===== config.mk =====
export PLATFORM = sky130hd
export DESIGN_NAME = controller_config_serial_sweep
export DESIGN_NICKNAME = d
export VERILOG_FILES = /design/src/controller_config_sweep_pkg.sv /design/src/controller_config_serial_sweep.sv
export VERILOG_INCLUDE_DIRS = /design/src
export SDC_FILE = /design/constraint.sdc
export NUM_CORES = 1
export LEC_CHECK = 0
export BUFFER_PORTS_ARGS = -buffer_cell sky130_fd_sc_hd__buf_2
export CAP_MARGIN = 10
export CORE_MARGIN = 4
export CORE_UTILIZATION = 60
export CTS_CLUSTER_SIZE = 14
export DETAILED_ROUTE_END_ITERATION = 10
export GPL_ROUTABILITY_DRIVEN = 0
export GPL_TIMING_DRIVEN = 0
export HOLD_SLACK_MARGIN = 0.1
export MAX_ROUTING_LAYER = met4
export PLACE_DENSITY = 0.8
export SETUP_SLACK_MARGIN = 0.02
export SLEW_MARGIN = 20
export SYNTH_ARGS = -nofsm -noshare
export SYNTH_HDL_FRONTEND = slang
export SYNTH_SLANG_ARGS = --single-unit

===== constraint.sdc =====
create_clock -name mclk -period 11.5 [get_ports mclk]
set_input_delay 0 -clock mclk [delete_from_list [all_inputs] [get_ports mclk]]
set_output_delay 0 -clock mclk [all_outputs]
set_load 0.05 [all_outputs]

===== src/controller_config_sweep_defs.svh =====
// constants of the controller configuration, serial framing and scan block
`ifndef CONTROLLER_CONFIG_SWEEP_DEFS_SVH
`define CONTROLLER_CONFIG_SWEEP_DEFS_SVH
`define CLK_PERIOD_NS  4
`define CLK_HZ         250000000
`define MODEM_UNIT_MS  10
`define MODEM_UNIT_CYC (`MODEM_UNIT_MS * 1000000 / `CLK_PERIOD_NS)
`define SCAN_UNIT_MS   1
`define SCAN_UNIT_CYC  (`SCAN_UNIT_MS * 1000000 / `CLK_PERIOD_NS)
`define IDLE_UNIT_S    1
`define IDLE_UNIT_CYC  (`IDLE_UNIT_S * 1000000000 / `CLK_PERIOD_NS)
`define DIAG_CYC       1000
`define BAUD_R0        300
`define BAUD_R1        600
`define BAUD_R2        1200
`define BAUD_R3        2400
`define BAUD_R4        4800
`define BAUD_R5        9600
`define BAUD_R6        19200
`define BAUD_SEL_MAX   3'h6
`define OFF_SYS        8'h00
`define OFF_SERIAL     8'h04
`define OFF_MODEM      8'h08
`define OFF_IDLE       8'h0C
`define OFF_SCAN       8'h10
`define OFF_STATUS     8'h14
`define OFF_IRQ_EN     8'h18
`define OFF_IRQ_CLR    8'h1C
`define OFF_STATE      8'h20
`define SCAN_MODE_BIT  0
`define SCAN_PER_LSB   8
`define RST_SYS        7'h60
`define RST_SERIAL     7'h1E
`define RST_MODEM      8'h00
`define RST_IDLE       6'h0A
`define RST_PERIOD     8'h64
`define IDLE_MIN       6'h01
`define IDLE_MAX       6'h3C
`define PERIOD_MIN     8'h05
`define PERIOD_MAX     8'hC8
`define PWRUP_INVALID  2'h3
`define PARITY_INVALID 2'h3
`define RESP_OKAY      2'h0
`define RESP_SLVERR    2'h2
`endif


===== src/controller_config_sweep_pkg.sv =====
// types of the controller configuration, serial framing and scan block
package controller_config_sweep_pkg;
  // pwrUpMode: 0 last, 1 stop, 2 run
  typedef struct packed {
    logic       selfTest;
    logic       passwords;
    logic       regsFlash;
    logic       cfgFlash;
    logic       ioScanStop;
    logic [1:0] pwrUpMode;
  } sys_cfg_t;
  // parity: 0 none, 1 odd, 2 even
  typedef struct packed {
    logic       twoStop;
    logic [1:0] parity;
    logic       eightBits;
    logic [2:0] baudSel;
  } serial_cfg_t;
  typedef struct packed {
    logic diagDone;
    logic expFault;
    logic scanOverrun;
    logic idleExpired;
  } events_t;
  typedef enum logic [2:0] {ST_BOOT, ST_DIAG, ST_WORK, ST_HOLD} scan_state_t;
endpackage


===== src/controller_config_serial_sweep.sv =====
// configuration bank, serial framing, modem delay, idle timer and scan pacing
//
// Local design decisions: the AXI4-Lite slave port and the address map.
`timescale 1ns/100ps
`include "controller_config_sweep_defs.svh"
module controller_config_serial_sweep #(
  parameter int unsigned MODEM_UNIT_CYCLES = `MODEM_UNIT_CYC,
  parameter int unsigned SCAN_UNIT_CYCLES  = `SCAN_UNIT_CYC,
  parameter int unsigned IDLE_UNIT_CYCLES  = `IDLE_UNIT_CYC,
  parameter int unsigned DIAG_CYCLES       = `DIAG_CYC
) (
  input  wire logic                                 mclk,
  input  wire logic                                 rstn,
  input  wire logic                                 ce,
  input  wire logic                                 awvalid,
  output logic                                      awready,
  input  wire logic [7:0]                           awaddr,
  input  wire logic                                 wvalid,
  output logic                                      wready,
  input  wire logic [31:0]                          wdata,
  input  wire logic [3:0]                           wstrb,
  output logic                                      bvalid,
  input  wire logic                                 bready,
  output logic [1:0]                                bresp,
  input  wire logic                                 arvalid,
  output logic                                      arready,
  input  wire logic [7:0]                           araddr,
  output logic                                      rvalid,
  input  wire logic                                 rready,
  output logic [31:0]                               rdata,
  output logic [1:0]                                rresp,
  input  wire logic                                 runMode,
  input  wire logic                                 scanDone,
  input  wire logic                                 txReq,
  input  wire logic                                 rxMsg,
  input  wire logic                                 keySeq,
  input  wire logic                                 expPresent,
  output controller_config_sweep_pkg::sys_cfg_t    sysCfg,
  output controller_config_sweep_pkg::serial_cfg_t serialCfg,
  output logic [19:0]                               baudDiv,
  output logic                                      logicFromFlash,
  output logic                                      ioScanEn,
  output logic                                      scanStart,
  output logic                                      rts,
  output logic                                      txGo,
  output logic                                      sessionActive,
  output logic                                      sessionDrop,
  output logic                                      memClear,
  output logic                                      expFault,
  output logic                                      startupDone,
  output logic                                      irq
);

  ////////////////////////////////////////////////////////////////////////////////
  // register state and helpers

  logic [7:0]                              modemTurnaroundSetting;
  logic [5:0]                              idleLimit;
  logic                                    fixedPeriodScan;
  logic [7:0]                              scanPeriod;
  controller_config_sweep_pkg::events_t    irqStatus;
  controller_config_sweep_pkg::events_t    irqEnable;
  controller_config_sweep_pkg::events_t    next_events;
  controller_config_sweep_pkg::scan_state_t scanState;
  localparam controller_config_sweep_pkg::scan_state_t
    ST_BOOT = controller_config_sweep_pkg::ST_BOOT,
    ST_DIAG = controller_config_sweep_pkg::ST_DIAG,
    ST_WORK = controller_config_sweep_pkg::ST_WORK,
    ST_HOLD = controller_config_sweep_pkg::ST_HOLD;
  logic [7:0]                              awAddrHeld;
  logic [31:0]                             wDataHeld;
  logic [3:0]                              wStrbHeld;
  logic                                    doWrite;
  logic [31:0]                             wrWord;
  logic [31:0]                             sweepCyc;
  logic                                    periodUp;
  logic [31:0]                             diagCnt;
  logic [31:0]                             modemCnt;
  logic [7:0]                              modemUnits;
  logic [31:0]                             idleCnt;
  logic [5:0]                              idleSecs;
  logic                                    keyTaken;
  logic                                    inStartup;
  logic                                    startNow;
  logic                                    overrunNow;
  logic                                    idleExpire;

  function automatic logic [19:0] baud_div(input logic [2:0] sel);
    case (sel)
      3'h0:    baud_div = 20'(`CLK_HZ / `BAUD_R0);
      3'h1:    baud_div = 20'(`CLK_HZ / `BAUD_R1);
      3'h2:    baud_div = 20'(`CLK_HZ / `BAUD_R2);
      3'h3:    baud_div = 20'(`CLK_HZ / `BAUD_R3);
      3'h4:    baud_div = 20'(`CLK_HZ / `BAUD_R4);
      3'h5:    baud_div = 20'(`CLK_HZ / `BAUD_R5);
      default: baud_div = 20'(`CLK_HZ / `BAUD_R6);
    endcase
  endfunction

  function automatic logic addr_hit(input logic [7:0] a);
    addr_hit = (a == `OFF_SYS) || (a == `OFF_SERIAL) || (a == `OFF_MODEM)
            || (a == `OFF_IDLE) || (a == `OFF_SCAN) || (a == `OFF_STATUS)
            || (a == `OFF_IRQ_EN) || (a == `OFF_IRQ_CLR) || (a == `OFF_STATE);
  endfunction

  function automatic logic [31:0] reg_read(input logic [7:0] a);
    reg_read = 32'h0000_0000;
    case (a)
      `OFF_SYS:    reg_read[6:0] = sysCfg;
      `OFF_SERIAL: reg_read[6:0] = serialCfg;
      `OFF_MODEM:  reg_read[7:0] = modemTurnaroundSetting;
      `OFF_IDLE:   reg_read[5:0] = idleLimit;
      `OFF_SCAN: begin
        reg_read[`SCAN_MODE_BIT] = fixedPeriodScan;
        reg_read[`SCAN_PER_LSB +: 8] = scanPeriod;
      end
      `OFF_STATUS: reg_read[3:0] = irqStatus;
      `OFF_IRQ_EN: reg_read[3:0] = irqEnable;
      `OFF_STATE:  reg_read[5:0] = {startupDone, sessionActive, rts, txGo,
                                     expFault, scanState == ST_HOLD};
      default:     reg_read = 32'h0000_0000;
    endcase
  endfunction

  function automatic logic [31:0] merge(input logic [31:0] old, input logic [31:0] nw,
                                        input logic [3:0] strb);
    merge = old;
    for (int i = 0; i < 4; i++) begin
      if (strb[i]) begin
        merge[i*8 +: 8] = nw[i*8 +: 8];
      end
    end
  endfunction

  // a write happens once both address and data are held and no response is pending
  assign doWrite = !awready && !wready && !bvalid;
  assign wrWord  = merge(reg_read(awAddrHeld), wDataHeld, wStrbHeld);

  ////////////////////////////////////////////////////////////////////////////////
  // axi4-lite handshakes

  always_ff @(posedge mclk or negedge rstn) begin
    if (!rstn) begin
      awready    <= 1'b1;
      wready     <= 1'b1;
      bvalid     <= 1'b0;
      bresp      <= `RESP_OKAY;
      awAddrHeld <= 8'h00;
      wDataHeld  <= 32'h0000_0000;
      wStrbHeld  <= 4'h0;
    end else if (ce) begin
      if (awvalid && awready) begin
        awAddrHeld <= awaddr;
        awready    <= 1'b0;
      end
      if (wvalid && wready) begin
        wDataHeld <= wdata;
        wStrbHeld <= wstrb;
        wready    <= 1'b0;
      end
      if (doWrite) begin
        bvalid <= 1'b1;
        bresp  <= addr_hit(awAddrHeld) ? `RESP_OKAY : `RESP_SLVERR;
      end
      if (bvalid && bready) begin
        bvalid  <= 1'b0;
        awready <= 1'b1;
        wready  <= 1'b1;
      end
    end
  end

  always_ff @(posedge mclk or negedge rstn) begin
    if (!rstn) begin
      arready <= 1'b1;
      rvalid  <= 1'b0;
      rdata   <= 32'h0000_0000;
      rresp   <= `RESP_OKAY;
    end else if (ce) begin
      if (arvalid && arready) begin
        arready <= 1'b0;
        rvalid  <= 1'b1;
        rdata   <= reg_read(araddr);
        rresp   <= addr_hit(araddr) ? `RESP_OKAY : `RESP_SLVERR;
      end
      if (rvalid && rready) begin
        rvalid  <= 1'b0;
        arready <= 1'b1;
      end
    end
  end

  ////////////////////////////////////////////////////////////////////////////////
  // configuration registers

  always_ff @(posedge mclk or negedge rstn) begin
    if (!rstn) begin
      sysCfg <= `RST_SYS;
    end else if (ce) begin
      if (doWrite && awAddrHeld == `OFF_SYS) begin
        sysCfg.ioScanStop <= wrWord[4'(2)];
        sysCfg.cfgFlash   <= wrWord[3];
        sysCfg.regsFlash  <= wrWord[4];
        sysCfg.selfTest   <= wrWord[6];
        if (wrWord[1:0] != `PWRUP_INVALID) begin
          sysCfg.pwrUpMode <= wrWord[1:0];
        end
        // software may only switch passwords off, never back on
        if (!wrWord[5]) begin
          sysCfg.passwords <= 1'b0;
        end
      end
      if (memClear) begin
        sysCfg.passwords <= 1'b1;
      end
    end
  end

  always_ff @(posedge mclk or negedge rstn) begin
    if (!rstn) begin
      serialCfg <= `RST_SERIAL;
    end else if (ce && doWrite && awAddrHeld == `OFF_SERIAL) begin
      if (wrWord[2:0] <= `BAUD_SEL_MAX) begin
        serialCfg.baudSel <= wrWord[2:0];
      end
      serialCfg.eightBits <= wrWord[3];
      if (wrWord[5:4] != `PARITY_INVALID) begin
        serialCfg.parity <= wrWord[5:4];
      end
      serialCfg.twoStop <= wrWord[6];
    end
  end

  always_ff @(posedge mclk or negedge rstn) begin
    if (!rstn) begin
      modemTurnaroundSetting <= `RST_MODEM;
      idleLimit              <= `RST_IDLE;
      fixedPeriodScan        <= 1'b0;
      scanPeriod             <= `RST_PERIOD;
    end else if (ce && doWrite) begin
      if (awAddrHeld == `OFF_MODEM) begin
        modemTurnaroundSetting <= wrWord[7:0];
      end
      if (awAddrHeld == `OFF_IDLE && wrWord[5:0] >= `IDLE_MIN
          && wrWord[5:0] <= `IDLE_MAX) begin
        idleLimit <= wrWord[5:0];
      end
      if (awAddrHeld == `OFF_SCAN) begin
        fixedPeriodScan <= wrWord[`SCAN_MODE_BIT];
        // the period only takes a write that also selects fixed mode
        if (wrWord[`SCAN_MODE_BIT] && wrWord[`SCAN_PER_LSB +: 8] >= `PERIOD_MIN
            && wrWord[`SCAN_PER_LSB +: 8] <= `PERIOD_MAX) begin
          scanPeriod <= wrWord[`SCAN_PER_LSB +: 8];
        end
      end
    end
  end

  always_ff @(posedge mclk or negedge rstn) begin
    if (!rstn) begin
      baudDiv        <= 20'h0_0000;
      logicFromFlash <= 1'b0;
      ioScanEn       <= 1'b0;
    end else if (ce) begin
      baudDiv        <= baud_div(serialCfg.baudSel);
      logicFromFlash <= 1'b1;
      ioScanEn       <= startupDone && (runMode || sysCfg.ioScanStop);
    end
  end

  ////////////////////////////////////////////////////////////////////////////////
  // interrupts: set wins over a clear in the same cycle

  assign next_events.idleExpired = idleExpire;
  assign next_events.scanOverrun = overrunNow;
  assign next_events.expFault    = expPresent && !sysCfg.selfTest && !expFault;
  assign next_events.diagDone    = scanState == ST_DIAG && diagCnt == DIAG_CYCLES - 1;

  always_ff @(posedge mclk or negedge rstn) begin
    if (!rstn) begin
      irqStatus <= 4'h0;
      irqEnable <= 4'h0;
      irq       <= 1'b0;
    end else if (ce) begin
      if (doWrite && awAddrHeld == `OFF_IRQ_EN) begin
        irqEnable <= wrWord[3:0];
      end
      if (doWrite && awAddrHeld == `OFF_IRQ_CLR) begin
        irqStatus <= (irqStatus & ~wDataHeld[3:0]) | next_events;
      end else begin
        irqStatus <= irqStatus | next_events;
      end
      irq <= |(irqStatus & irqEnable);
    end
  end

  ////////////////////////////////////////////////////////////////////////////////
  // startup, diagnostics and scan pacing

  assign inStartup  = scanState == ST_BOOT || scanState == ST_DIAG;
  assign periodUp   = sweepCyc >= 32'(scanPeriod) * SCAN_UNIT_CYCLES - 1;
  assign overrunNow = scanState == ST_WORK && scanDone && fixedPeriodScan
                   && sweepCyc > 32'(scanPeriod) * SCAN_UNIT_CYCLES - 1;
  always_comb begin
    startNow = 1'b0;
    case (scanState)
      ST_BOOT: startNow = !sysCfg.selfTest;
      ST_DIAG: startNow = diagCnt == DIAG_CYCLES - 1;
      ST_WORK: startNow = scanDone && (!fixedPeriodScan || periodUp);
      ST_HOLD: startNow = periodUp;
      default: startNow = 1'b0;
    endcase
  end

  always_ff @(posedge mclk or negedge rstn) begin
    if (!rstn) begin
      scanState   <= ST_BOOT;
      scanStart   <= 1'b0;
      startupDone <= 1'b0;
      diagCnt     <= 32'h0000_0000;
      sweepCyc    <= 32'h0000_0000;
    end else if (ce) begin
      scanStart <= startNow;
      sweepCyc  <= startNow ? 32'h0000_0000 : sweepCyc + 32'h0000_0001;
      if (startNow) begin
        scanState   <= ST_WORK;
        startupDone <= 1'b1;
      end else begin
        case (scanState)
          ST_BOOT: scanState <= ST_DIAG;
          ST_DIAG: diagCnt <= diagCnt + 32'h0000_0001;
          ST_WORK: begin
            if (scanDone) begin
              scanState <= ST_HOLD;
            end
          end
          ST_HOLD: scanState <= ST_HOLD;
          default: scanState <= ST_BOOT;
        endcase
      end
    end
  end

  // key sequences count only once per startup, and only with self-test on
  always_ff @(posedge mclk or negedge rstn) begin
    if (!rstn) begin
      memClear <= 1'b0;
      keyTaken <= 1'b0;
      expFault <= 1'b0;
    end else if (ce) begin
      memClear <= inStartup && keySeq && sysCfg.selfTest && !keyTaken;
      if (inStartup && keySeq && sysCfg.selfTest) begin
        keyTaken <= 1'b1;
      end
      if (expPresent && !sysCfg.selfTest) begin
        expFault <= 1'b1;
      end
    end
  end

  ////////////////////////////////////////////////////////////////////////////////
  // modem turnaround: a delay of zero lets data go one cycle after rts

  always_ff @(posedge mclk or negedge rstn) begin
    if (!rstn) begin
      rts        <= 1'b0;
      txGo       <= 1'b0;
      modemCnt   <= 32'h0000_0000;
      modemUnits <= 8'h00;
    end else if (ce) begin
      if (!txReq) begin
        rts  <= 1'b0;
        txGo <= 1'b0;
      end else if (!rts) begin
        rts        <= 1'b1;
        modemCnt   <= 32'h0000_0000;
        modemUnits <= modemTurnaroundSetting;
      end else if (modemUnits == 8'h00) begin
        txGo <= 1'b1;
      end else if (modemCnt == MODEM_UNIT_CYCLES - 1) begin
        modemCnt   <= 32'h0000_0000;
        modemUnits <= modemUnits - 8'h01;
      end else begin
        modemCnt <= modemCnt + 32'h0000_0001;
      end
    end
  end

  ////////////////////////////////////////////////////////////////////////////////
  // programmer idle timer

  assign idleExpire = sessionActive && !rxMsg && idleCnt == IDLE_UNIT_CYCLES - 1
                   && idleSecs == idleLimit - 6'h01;

  always_ff @(posedge mclk or negedge rstn) begin
    if (!rstn) begin
      sessionActive <= 1'b0;
      sessionDrop   <= 1'b0;
      idleCnt       <= 32'h0000_0000;
      idleSecs      <= 6'h00;
    end else if (ce) begin
      sessionDrop <= idleExpire;
      if (rxMsg) begin
        sessionActive <= 1'b1;
        idleCnt       <= 32'h0000_0000;
        idleSecs      <= 6'h00;
      end else if (idleExpire) begin
        sessionActive <= 1'b0;
        idleCnt       <= 32'h0000_0000;
        idleSecs      <= 6'h00;
      end else if (sessionActive) begin
        if (idleCnt == IDLE_UNIT_CYCLES - 1) begin
          idleCnt  <= 32'h0000_0000;
          idleSecs <= idleSecs + 6'h01;
        end else begin
          idleCnt <= idleCnt + 32'h0000_0001;
        end
      end
    end
  end

endmodule


---- Word-level counts from Yosys, hierarchy flattened ----
Cells that the tools add are included.
operators by class
  $add $sub $neg .......................... 8
  $mul .................................... 1
  magnitude comparators ................... 7
  equality and inequality tests ........... 38
  multiplexer cells ....................... 57
  bitwise gates (word level) .............. 6
  reduce and logical (&&, ||, !) cells .... 101
operator list
  operator                                            number
  2-to-1 mux 32 bit                                   8
  adder 32 x 1 -> 32 bit, second input constant       4
  one-hot mux 20 bit (6 select lines)                 1
  == test 8 x 5 -> 1 bit, second input constant       8
  2-to-1 mux 8 bit                                    7
  one-hot mux 3 bit (7 select lines)                  2
  AND reduction 2 bit                                 20
  == test 32 x 10 -> 1 bit, second input constant     1
  == test 32 x 22 -> 1 bit, second input constant     1
  == test 32 x 28 -> 1 bit, second input constant     1
  == test 8 x 4 -> 1 bit, second input constant       4
  greater-or-equal comparator 32 bit                  1
  greater-than comparator 32 bit                      1
  logical AND 1 bit                                   30
  2-to-1 mux 6 bit                                    5
  AND reduction 3 bit                                 9
  subtractor 26 x 1 -> 27 bit, second input constant  1
  logical NOT 8 bit                                   3
  multiplier 8 x 14 -> 22 bit, second input constant  1
  2-to-1 mux 1 bit                                    20
  one-hot mux 2 bit (5 select lines)                  2
  logical OR 1 bit                                    19
  == test 8 x 3 -> 1 bit, second input constant       2
  == test 8 x 6 -> 1 bit, second input constant       2
  32 further kinds                                    65
word-level totals
  register bits after elaboration ......... 273
  input port bits ......................... 66

---- Longest topological paths before layout ----
Gate-level depths: netlist (run 1).
  word-level depth ........................ 10
  gate-level depth with buffers ........... 26
  gate-level depth less buffers ........... 24

---- Worst setup path after synthesis (run 1) ----
No wires, ideal clock.
  kind .................................... flip-flop to flip-flop
  start point ............................. register scanPeriod[2]
  end point ............................... register sweepCyc[8]
  library setup time ...................... 101 ps
  data arrival time ....................... 6388 ps
  setup slack ............................. 5011 ps
  stages on the path, launching flop included .. 24
  clock period less this slack ............ 6489 ps
  cells stage by stage .................... dfstp_2 > fa_1 > ha_1 > inv_1 > fa_1 > fa_1 > inv_1 > ha_1 > clkbuf_1 > or3b_2 > o21a_1 > a22oi_1 > nand4b_1 > nor4b_1 > xor2_1 > ha_1 > a21o_1 > a21o_1 > a21oi_1 > o21ai_0 > a2111oi_0 > a211oi_1 > clkbuf_1 > nor4_1
on the way
  longest elaborated chain between the ends .. 7
RTL lines
  element                                 line                                   RTL
  from (decl)                             controller_config_serial_sweep.sv:60   logic [7:0] scanPeriod;
  from (signal assigned)                  controller_config_serial_sweep.sv:239  scanPeriod <= `RST_PERIOD;
  from (signal assigned)                  controller_config_serial_sweep.sv:253  scanPeriod <= wrWord[`SCAN_PER_LSB +: 8];
  multiplier 8 x 14 -> 22 bit (*)         controller_config_serial_sweep.sv:301  assign periodUp = sweepCyc >= 32'(scanPeriod) * SCAN_UNIT_CYCLES - 1;
  subtractor 26 x 1 -> 27 bit (*)         controller_config_serial_sweep.sv:301
  greater-or-equal comparator 32 bit (*)  controller_config_serial_sweep.sv:301
  logical OR 1 bit                        controller_config_serial_sweep.sv:309  ST_WORK: startNow = scanDone && (!fixedPeriodScan || periodUp);
  logical AND 1 bit                       controller_config_serial_sweep.sv:309
  one-hot mux 1 bit (4 select lines) (*)  controller_config_serial_sweep.sv:306  case (scanState)
  2-to-1 mux 32 bit (*)                   controller_config_serial_sweep.sv:324  sweepCyc <= startNow ? 32'h0000_0000 : sweepCyc + 32'h0000_0001;
  to (signal assigned)                    controller_config_serial_sweep.sv:324
  to (decl)                               controller_config_serial_sweep.sv:75   logic [31:0] sweepCyc;
Every way passes the cells marked *; elsewhere a longest branch is shown, timed or not.
A chain may end at the register's enable or synchronous reset.

---- Worst setup path after layout (run 1) ----
  start point ............................. register scanPeriod[4]
  end point ............................... register sweepCyc[8]
Same word-level chain as after synthesis.

==> key figures, run 1 <==
Outcome
  – Status: complete, no violations

Timing
  – Post-route setup TNS: 0 ps
  – Max Slew Vio Count: 0
  – Fmax: 0.129 GHz
  – Endpoints failing hold: 0
  – Clk_skew: 26.8 ps
  – RSZ-0062 raised after global routing: no
  – Setup Viol. Count Final: 0
  – Slew HR: 29.5%
  – Worst-Margin Slew: 1050 ps
  – Crit share post-route: 67.6%
  – Final Critical Period: 7780 ps

Cells and area
  – Layout Cells excl Fill: 2261
  – Seq. cell area: 6770 um^2
  – Fillers: 1927
  – Layout Nets: 2069
  – Fraction of layout cells with a size suffix above 1: 15.4%
  – Final instance area: 19100 um^2
  – Area of the multi-input gates: 9080 um^2
  – Area delta synth->final: 16.1%

Floorplan
  – Row count: 60
  – Starting Density: 61.1%
  – Die Wd: 174 um
  – Die Y: 174 um
  – Core area: 27000 um^2
  – Die area: 30200 um^2
  – IO Pins: 152

Worst setup path
  – Crit path kind: flip-flop to flip-flop
  – Critical path required time: 11960 ps
  – Startpoint types: flip-flop
  – Worst Path Max Fanout: 10
  – CP Capture Type: flip-flop
  – Critical Path AT: 8240 ps

Synth
  – Count of flip-flops with a built-in enable after synthesis: 0
  – Largest cells by area after synthesis: dfrtp_1 (39%), ha_1 (6.9%), mux2_2 (4.0%)
  – Biggest area consumer among synthesized cells: dfrtp_1
  – Syn_area_per_cell: 9.78 um^2
  – Post-Syn Instances: 1684
  – Seq/Total Area, Yosys: 41.1%
  – Library cells used by synthesis: 88
  – FF+latch count, synth: 270
  – Yosys warns: 0
  – Synth top area share: 38.9%
  – Synthesized area: 16500 um^2
  – Ys flop type: dfrtp_1
  – Asr flop ratio synth: 100%

Detailed routing
  – Routed Antenna Nets: 0
  – Via count: 14300
  – Avg WL per Cell: 20.2 um
  – DR iter-0 viols: 1461
  – Avg Vias per Cell: 6.33
  – Drt first pass iters: 6
  – Wirelength, routed: 45600 um
  – DR DRC count: 0

Power
  – Pwr dens: 174 nW/um^2
  – Max IR drop VDD: 163 uV
  – Leakage power: 0.00869 uW
  – Total Power: 3340 uW

Place
  – # placed instances: 2157
  – Final HPWL DP: 32300 um
  – PortBufs: 113
  – Dpl cell area: 17600 um^2

Global route
  – Overflow after GRT: 0
  – First-pass GRT wire length: 73600 um
  – All-Layer GR Usage: 30.3%
  – Vias in the first global route: 14000
  – Largest net degree at the start of global routing: 103
  – Initial antenna violation count: 2

Clocking
  – Hold-fix buffers at CTS: 47
  – TritonCTS clock tree: done
  – CTS buffer count: 30
  – H-tree Lvls: 1
  – Post-cts resize count: 0
  – Clk_lat worst skew: 570 ps
  – Reg clk slew, reported paths: 60 ps
  – Sink Count: 270
  – Post-CTS Setup Bufs: 0
  – Clock root buffer: clkbuf_16
  – Max clock buf depth: 3

Worst hold path
  – Hold crit path type: input pin to flip-flop

Job
  – Max-cap violations: 0
==> kinds of logic (layout without fill, tap and decap cells) <==
logic type	after synthesis	count (layout)	synth area share, %
mux	80	80	5.74
compound gates	312	312	12.6
fa+ha+maj	108	108	8.98
buf+inv	150	367	4.21
other cells	1	20	0.0228
flops	270	270	41.1
simple gates	627	627	20.1
xor+xnor	136	136	7.23
==> flip-flops by register name, summed over array words and instances, names as in the netlist, 16 cells and up <==
signal     cells
baudDiv       20
diagCnt       32
idleCnt       32
modemCnt      32
rdata         16
sweepCyc      32
wDataHeld     16
==> per-stage QoR <==
stage | util, % | hold slack (ps) | setup WS [ps]
floorplan | - | -296 | 5010
global placement | 65.1 | 213 | 4080
detailed placement | 65.3 | 8.78 | 3950
CTS | 71.0 | 131 | 3780
global route | 71.0 | 180 | 3370
finish | 71.0 | 174 | 3720
==> path summary, 6_finish.rpt <==
kind	end	cells after the start	startpoint	slack (ps)
max in group asynchronous	scanPeriod[5]	4	rstn	10390
min in group asynchronous	serialCfg[2]	3	rstn	550
worst max-delay path	sweepCyc[8]	23	scanPeriod[4]	3720
worst max register to register	sweepCyc[8]	23	scanPeriod[4]	3720
worst min-delay path	rdata[3]	6	araddr[6]	170
worst min register to register	logicFromFlash	1	logicFromFlash	470
==> routing by layer <==
| layer | vias to the layer above | part of all wire (%) | global-route usage (%) |
|---|---|---|---|
| li1 | 6510 | - | - |
| met3 | 159 | 6.4 | 4.21 |
| met4 | 0 | 4.3 | 11.0 |
| met5 | - | 0 | - |
| met1 | 7011 | 40 | 38.2 |
| met2 | 624 | 49 | 50.5 |
==> cell usage after synthesis (15+ instances only) <==
master      n
ha_1       91
buf_4      18
a21o_1     21
o21ai_0    85
and4_1     16
nand2_1   132
xnor2_1    75
nor4_1     30
a21oi_1    63
dfrtp_1   256
nand4_1    46
or3_1      15
mux2_2     59
nand2b_1   15
fa_1       17
a31oi_1    15
nor3_1     63
nand3_1    71
o31ai_1    16
clkbuf_1   52
a22o_1     16
nor2_1    117
inv_1      70
and3_1     27
nor2b_1    20
xor2_1     61
==> report_power, final <==
group	internal, uW	switching, uW
combinational	383	676
clock	609	393
sequential	1100	177
==> critical path, cell delays in order (launching register included) <==
cell and delay [ps]:
dfrtp_1 620, fa_1 530, ha_1 290, inv_1 50, fa_1 520, fa_1 560, inv_1 40, ha_1 260
clkbuf_1 260, or3b_2 500, o21a_1 190, a22oi_1 240, nand4b_1 190, nor4b_1 440, xor2_1 220, ha_1 270
a21o_1 180, a21o_1 170, a21oi_1 130, o21ai_0 140, a2111oi_0 820, a211oi_1 380, clkbuf_1 340, nor4_1 340
==> layout by cell type (no fill, tap or decap), types with 15 or more instances in the layout <==
cell type	instances
dfrtp_1	256
nand2_1	132
nor2_1	117
buf_2	112
ha_1	91
o21ai_0	85
xnor2_1	75
nand3_1	71
inv_1	70
a21oi_1	63
nor3_1	62
clkbuf_1	61
xor2_1	61
mux2_2	59
nand4_1	46
dlygate4sd3_1	46
nor4_1	30
clkbuf_16	30
and3_1	27
a21o_1	21
nor2b_1	20
buf_4	18
conb_1	18
fa_1	17
and4_1	16
o31ai_1	16
a22o_1	16
a31oi_1	15
or3_1	15
nand2b_1	15
==> final cells by class <==
type,instances,share of cell area [%]
sequential,270,35.4
inverter,71,1.39
timing repair buffer,162,5.85
clock buffer,45,4.53
buffer,79,2.24
tap,341,2.23
multi-input combinational,1281,47.5
antenna,2,0.0262
clock inverter,10,0.863
Power figures use the tool's default switching activity.
==> inputs of run 2 (changes only) <==
==> constraint.sdc (replaced) <==
create_clock -name mclk -period 7.91 [get_ports mclk]
set_input_delay 0 -clock mclk [delete_from_list [all_inputs] [get_ports mclk]]
set_output_delay 0 -clock mclk [all_outputs]
set_load 0.05 [all_outputs]
==> key figures, run 2 (synthesis results as in run 1) <==
Clocking
  – Sink Count: 270
  – Clk_lat worst skew: 570 ps
  – TritonCTS clock tree: done
  – H-tree Lvls: 1
  – Post-CTS Setup Bufs: 0
  – CTS buffer count: 30
  – Clock root buffer: clkbuf_16
  – Reg clk slew, reported paths: 60 ps
  – Max clock buf depth: 3

Worst setup path
  – Worst Path Max Fanout: 10
  – Worst r2r src: scanPeriod[4]
  – Crit path kind: flip-flop to flip-flop
  – Startpoint types: flip-flop
  – Slowest CP cell: dfrtp_1
  – Crit path buffers/inverters: 4
  – Max incr delay on CP: 620 ps
  – Crit path to: sweepCyc[8]
  – Worst path depth: 23
  – Critical path required time: 8370 ps
  – CP Capture Type: flip-flop
  – Flop2flop setup slack: 510 ps
  – Critical path origin: scanPeriod[4]
  – Worst-path cell chain: fa_1 > ha_1 > inv_1 > fa_1 > fa_1 > inv_1 > ha_1 > clkbuf_1 > or3b_2 > o211ai_1 > nand2_1 > xnor2_1 > nor4b_1 > xor2_1 > ha_1 > a21o_1 > a21o_1 > a21oi_1 > o21ai_0 > a2111oi_2 > a211oi_2 > clkbuf_1 > nor4_1
  – Cell family with most CP delay: adder cells
  – Reg2reg path depth: 23
  – Worst flop-to-flop path endpoint: sweepCyc[8]
  – Critical Path AT: 7860 ps

Timing
  – Worst-Margin Slew: 1040 ps
  – Post-route setup TNS: 0 ps
  – Final Critical Period: 7400 ps
  – Endpoints failing hold: 0
  – Crit share post-route: 93.5%
  – Setup Viol. Count Final: 0
  – Slew HR: 30.4%
  – Post-route worst setup slack: 511 ps
  – Max Slew Vio Count: 0
  – RSZ-0062 raised after global routing: no
  – Clk_skew: 29.8 ps
  – Fmax: 0.135 GHz

Detailed routing
  – Drt first pass iters: 6
  – DR DRC count: 0
  – Wirelength, routed: 45700 um
  – Via count: 14200
  – Avg Vias per Cell: 6.29
  – Avg WL per Cell: 20.2 um
  – Routed Antenna Nets: 0
  – DR iter-0 viols: 1350

Floorplan
  – Die Wd: 174 um
  – Die area: 30200 um^2
  – Die Y: 174 um
  – Row count: 60
  – Starting Density: 61.1%
  – IO Pins: 152
  – Core area: 27000 um^2

Cells and area
  – Commonest non-fill, non-tap cell in the layout: dfrtp_1
  – Layout Nets: 2069
  – Area delta synth->final: 16.2%
  – Fraction of layout cells with a size suffix above 1: 15.5%
  – Area of the multi-input gates: 9090 um^2
  – Seq. cell area: 6770 um^2
  – Final instance area: 19100 um^2
  – Fin util: 71.0%
  – Most frequent cells in the layout: dfrtp_1 (256), nand2_1 (132), nor2_1 (117)
  – Fillers: 1928

Power
  – Total Power: 4860 uW
  – Max IR drop VDD: 237 uV
  – Leakage power: 0.00869 uW
  – Pwr dens: 254 nW/um^2

Worst hold path
  – Hold crit path type: input pin to flip-flop

Global route
  – All-Layer GR Usage: 30.3%
  – First-pass GRT wire length: 73600 um
  – Overflow after GRT: 0
  – Initial antenna violation count: 2
  – Vias in the first global route: 14000
  – Largest net degree at the start of global routing: 103

Place
  – Final HPWL DP: 32300 um
  – Dpl cell area: 17600 um^2
  – Place WS: 360 ps
  – PortBufs: 113

Job
  – Max-cap violations: 0

Outcome
  – Status: complete, no violations
-- run 2: changes by cell type in the layout (fill, tap and decap cells not counted) --
cell | before | now
a211oi_2 | 1 | 2
a2111oi_0 | 2 | 1
a2111oi_2 | 0 | 1
a211oi_1 | 3 | 2
-- run 2: what timing repair did --
action / CTS / global route
hold buffers: 47 / 0
endpoints found under the hold margin: 327 / 0
setup endpoints to repair: 0 / 31
gates resized for setup: 0 / 3
-- run 2: worst reg2reg max path, delay by kind of cell, from the launching register on --
kind / cells / cell delay [ps]
adder cells (fa/ha/maj): 6 / 2430
AO/OA/AOI/OAI: 7 / 1760
AND/OR/NAND/NOR: 4 / 1410
buffers and inverters: 4 / 650
flip-flops: 1 / 620
XOR/XNOR: 2 / 460
-- run 2: through the flow --
step           hold slack, ps  instances
3_5_place_dp             8.78       2157
6_report                  156       2261
5_1_grt                   180       2261
3_3_place_gp              213       2155
4_1_cts                   131       2259
2_1_floorplan            -296       1701
-- run 2: worst min path at each step --
| stage | startpoint | endpoint | slack (ps) | cells after the start |
|---|---|---|---|---|
| 2_1_floorplan | rstn | awAddrHeld[0] | -300 | 0 |
| 3_3_place_gp | rready | rvalid | 210 | 2 |
| 3_5_place_dp | rstn | modemCnt[26] | 9 | 1 |
| 4_1_cts | araddr[1] | rdata[14] | 130 | 5 |
| 5_1_grt | araddr[6] | rdata[8] | 180 | 5 |
| 6_report | araddr[1] | rdata[8] | 160 | 5 |
-- run 2: area by class of cell --
type | count | area share [%]
Clock inverter | 10 | 0.863
Multi-Input combinational cell | 1281 | 47.5
Timing Repair Buffer | 162 | 5.84
Clock buffer | 45 | 4.53
Antenna cell | 2 | 0.0262
Buffer | 79 | 2.24
Tap cell | 341 | 2.23
Sequential cell | 270 | 35.4
Inverter | 71 | 1.39
-- run 2: power by group --
group | total (uW) | internal, uW | switching (uW)
logic | 1550 | 558 | 988
clock network | 1460 | 885 | 575
registers | 1860 | 1600 | 258
total | 4860 | 3040 | 1820
-- run 2: routing by layer --
metal	global-route usage [%]	routed length (um)	vias to the layer above
met4	11.0	2010	0
met2	50.5	22500	632
met3	4.21	3020	163
li1	-	-	6498
met1	38.2	18200	6918
met5	-	0	-
==> inputs of run 3 (changes only) <==
--- a/config.mk
+++ b/config.mk
@@ -12,7 +12,6 @@
 export CORE_UTILIZATION = 60
 export CTS_CLUSTER_SIZE = 14
 export DETAILED_ROUTE_END_ITERATION = 10
-export GPL_ROUTABILITY_DRIVEN = 0
 export GPL_TIMING_DRIVEN = 0
 export HOLD_SLACK_MARGIN = 0.1
 export MAX_ROUTING_LAYER = met4
==> constraint.sdc (replaced) <==
create_clock -name mclk -period 8.5 [get_ports mclk]
set_input_delay 0 -clock mclk [delete_from_list [all_inputs] [get_ports mclk]]
set_output_delay 0 -clock mclk [all_outputs]
set_load 0.05 [all_outputs]
==> key figures, run 3 (synthesis results as in run 1) <==
Timing
  – Final Critical Period: 7830 ps
  – RSZ-0062 raised after global routing: no
  – Fmax: 0.128 GHz
  – Slew HR: 23.2%
  – Max Slew Vio Count: 0
  – Setup Viol. Count Final: 0
  – Post-route worst setup slack: 672 ps
  – Clk_skew: 24.2 ps
  – Post-route setup TNS: 0 ps
  – Endpoints failing hold: 0
  – Worst-Margin Slew: 1120 ps
  – Crit share post-route: 92.1%

Clocking
  – Reg clk slew, reported paths: 60 ps
  – Max clock buf depth: 3
  – TritonCTS clock tree: done
  – Sink Count: 270
  – Post-CTS Setup Bufs: 0
  – CTS buffer count: 30
  – H-tree Lvls: 1
  – Clk_lat worst skew: 580 ps
  – Clock root buffer: clkbuf_16

Cells and area
  – Most frequent cells in the layout: dfrtp_1 (256), nand2_1 (132), nor2_1 (117)
  – Fraction of layout cells with a size suffix above 1: 15.7%
  – Final instance area: 19100 um^2
  – Area delta synth->final: 16.1%
  – Layout Nets: 2070
  – Commonest non-fill, non-tap cell in the layout: dfrtp_1
  – Layout Cells excl Fill: 2264
  – Fillers: 2005

Worst setup path
  – Startpoint types: flip-flop
  – Reg2reg path depth: 23
  – Flop2flop setup slack: 670 ps
  – Crit path kind: flip-flop to flip-flop
  – Critical path required time: 8980 ps
  – CP Capture Type: flip-flop
  – Worst r2r src: scanPeriod[4]
  – Critical Path AT: 8300 ps
  – Worst Path Max Fanout: 10
  – Worst flop-to-flop path endpoint: sweepCyc[8]

Floorplan
  – Starting Density: 61.1%
  – IO Pins: 152
  – Die Y: 174 um
  – Die Wd: 174 um
  – Row count: 60
  – Core area: 27000 um^2
  – Die area: 30200 um^2

Detailed routing
  – Via count: 14100
  – Avg WL per Cell: 20.3 um
  – Avg Vias per Cell: 6.25
  – Wirelength, routed: 46000 um
  – DR DRC count: 0
  – DR iter-0 viols: 1306
  – Drt first pass iters: 6
  – Routed Antenna Nets: 0

Global route
  – Overflow after GRT: 0
  – First-pass GRT wire length: 74900 um
  – Initial antenna violation count: 3
  – Largest net degree at the start of global routing: 102
  – Vias in the first global route: 14200
  – All-Layer GR Usage: 30.9%

Power
  – Pwr dens: 234 nW/um^2
  – Max IR drop VDD: 178 uV
  – Total Power: 4470 uW
  – Leakage power: 0.00870 uW

Place
  – Place WS: 868 ps
  – PortBufs: 113
  – Dpl cell area: 17600 um^2
  – Final HPWL DP: 32800 um
  – Placer Congestion: 0.939
  – # placed instances: 2157

Worst hold path
  – WHS Path Cells: 5
  – Hold crit path type: input pin to flip-flop
  – Worst hold start: araddr[6]
  – Hold EP: rdata[14]

Outcome
  – Status: complete, no violations

Job
  – Max-cap violations: 0
-- run 3: changes by cell type in the layout (fill, tap and decap cells not counted), sizes merged --
cell / change
clkbuf: -1
bufinv: -3
clkinv: +4
dlygate4sd3: +1
diode: +1
clkinvlp: +1
-- run 3: cell type report --
| class | instances | area [um^2] | area share (%) |
|---|---|---|---|
| Sequential cell | 270 | 6770 | 35.4 |
| Buffer | 79 | 428 | 2.24 |
| Antenna cell | 3 | 7.51 | 0.0393 |
| Clock inverter | 12 | 119 | 0.622 |
| Clock buffer | 44 | 893 | 4.67 |
| Timing Repair Buffer | 163 | 1130 | 5.90 |
| Inverter | 71 | 267 | 1.39 |
| Multi-Input combinational cell | 1281 | 9080 | 47.5 |
| Tap cell | 341 | 427 | 2.23 |
-- run 3: worst max-delay path by stage --
stage                              to           from  slack, ps
after floorplan           sweepCyc[8]  scanPeriod[2]       2010
after global placement    sweepCyc[8]  scanPeriod[4]        990
after detailed placement  sweepCyc[8]  scanPeriod[4]        870
after CTS                 sweepCyc[8]  scanPeriod[4]        790
after global routing      sweepCyc[8]  scanPeriod[4]        230
final                     sweepCyc[8]  scanPeriod[4]        670
-- run 3: where the power goes --
group / total [uW] / switching, uW / internal, uW
clock: 1310 / 544 / 761
combinational: 1440 / 920 / 520
sequential: 1730 / 241 / 1490
-- run 3: per-layer routing --
metal	wire length, um	track usage, %	share of wire [%]	vias up
li1	-	-	-	6513
met1	18600	38.9	40	6961
met2	22600	51.2	49	519
met3	2840	4.21	6.2	147
met4	1950	11.5	4.2	0
met5	0	-	0	-
-- run 3: what timing repair did --
item,in CTS,in global routing
endpoints found under the hold margin,328,0
endpoints found under the setup margin,0,0
hold buffers,48,0
gates resized for setup,0,0
-- run 3: worst max-delay path: stages, from the launching register on --
cell and delay (ps):
dfrtp_1 600, fa_1 530, ha_1 290, inv_1 50
fa_1 500, fa_1 540, inv_1 40, ha_1 260
clkbuf_1 250, or3b_2 500, o21a_1 190, a22oi_1 250
nand4b_1 190, nor4b_1 430, xor2_1 190, ha_1 270
a21o_1 190, a21o_1 160, a21oi_1 140, o21ai_0 140
a2111oi_0 1010, a211oi_1 390, clkbuf_1 320, nor4_1 310
-- run 3: per-stage QoR --
stage / utilization (%) / hold slack, ps
detailed placement: 65.3 / 10.2
CTS: 70.9 / 115
finish: 71.0 / 121
floorplan: - / -296
global route: 71.0 / 131
global placement: 65.1 / 213
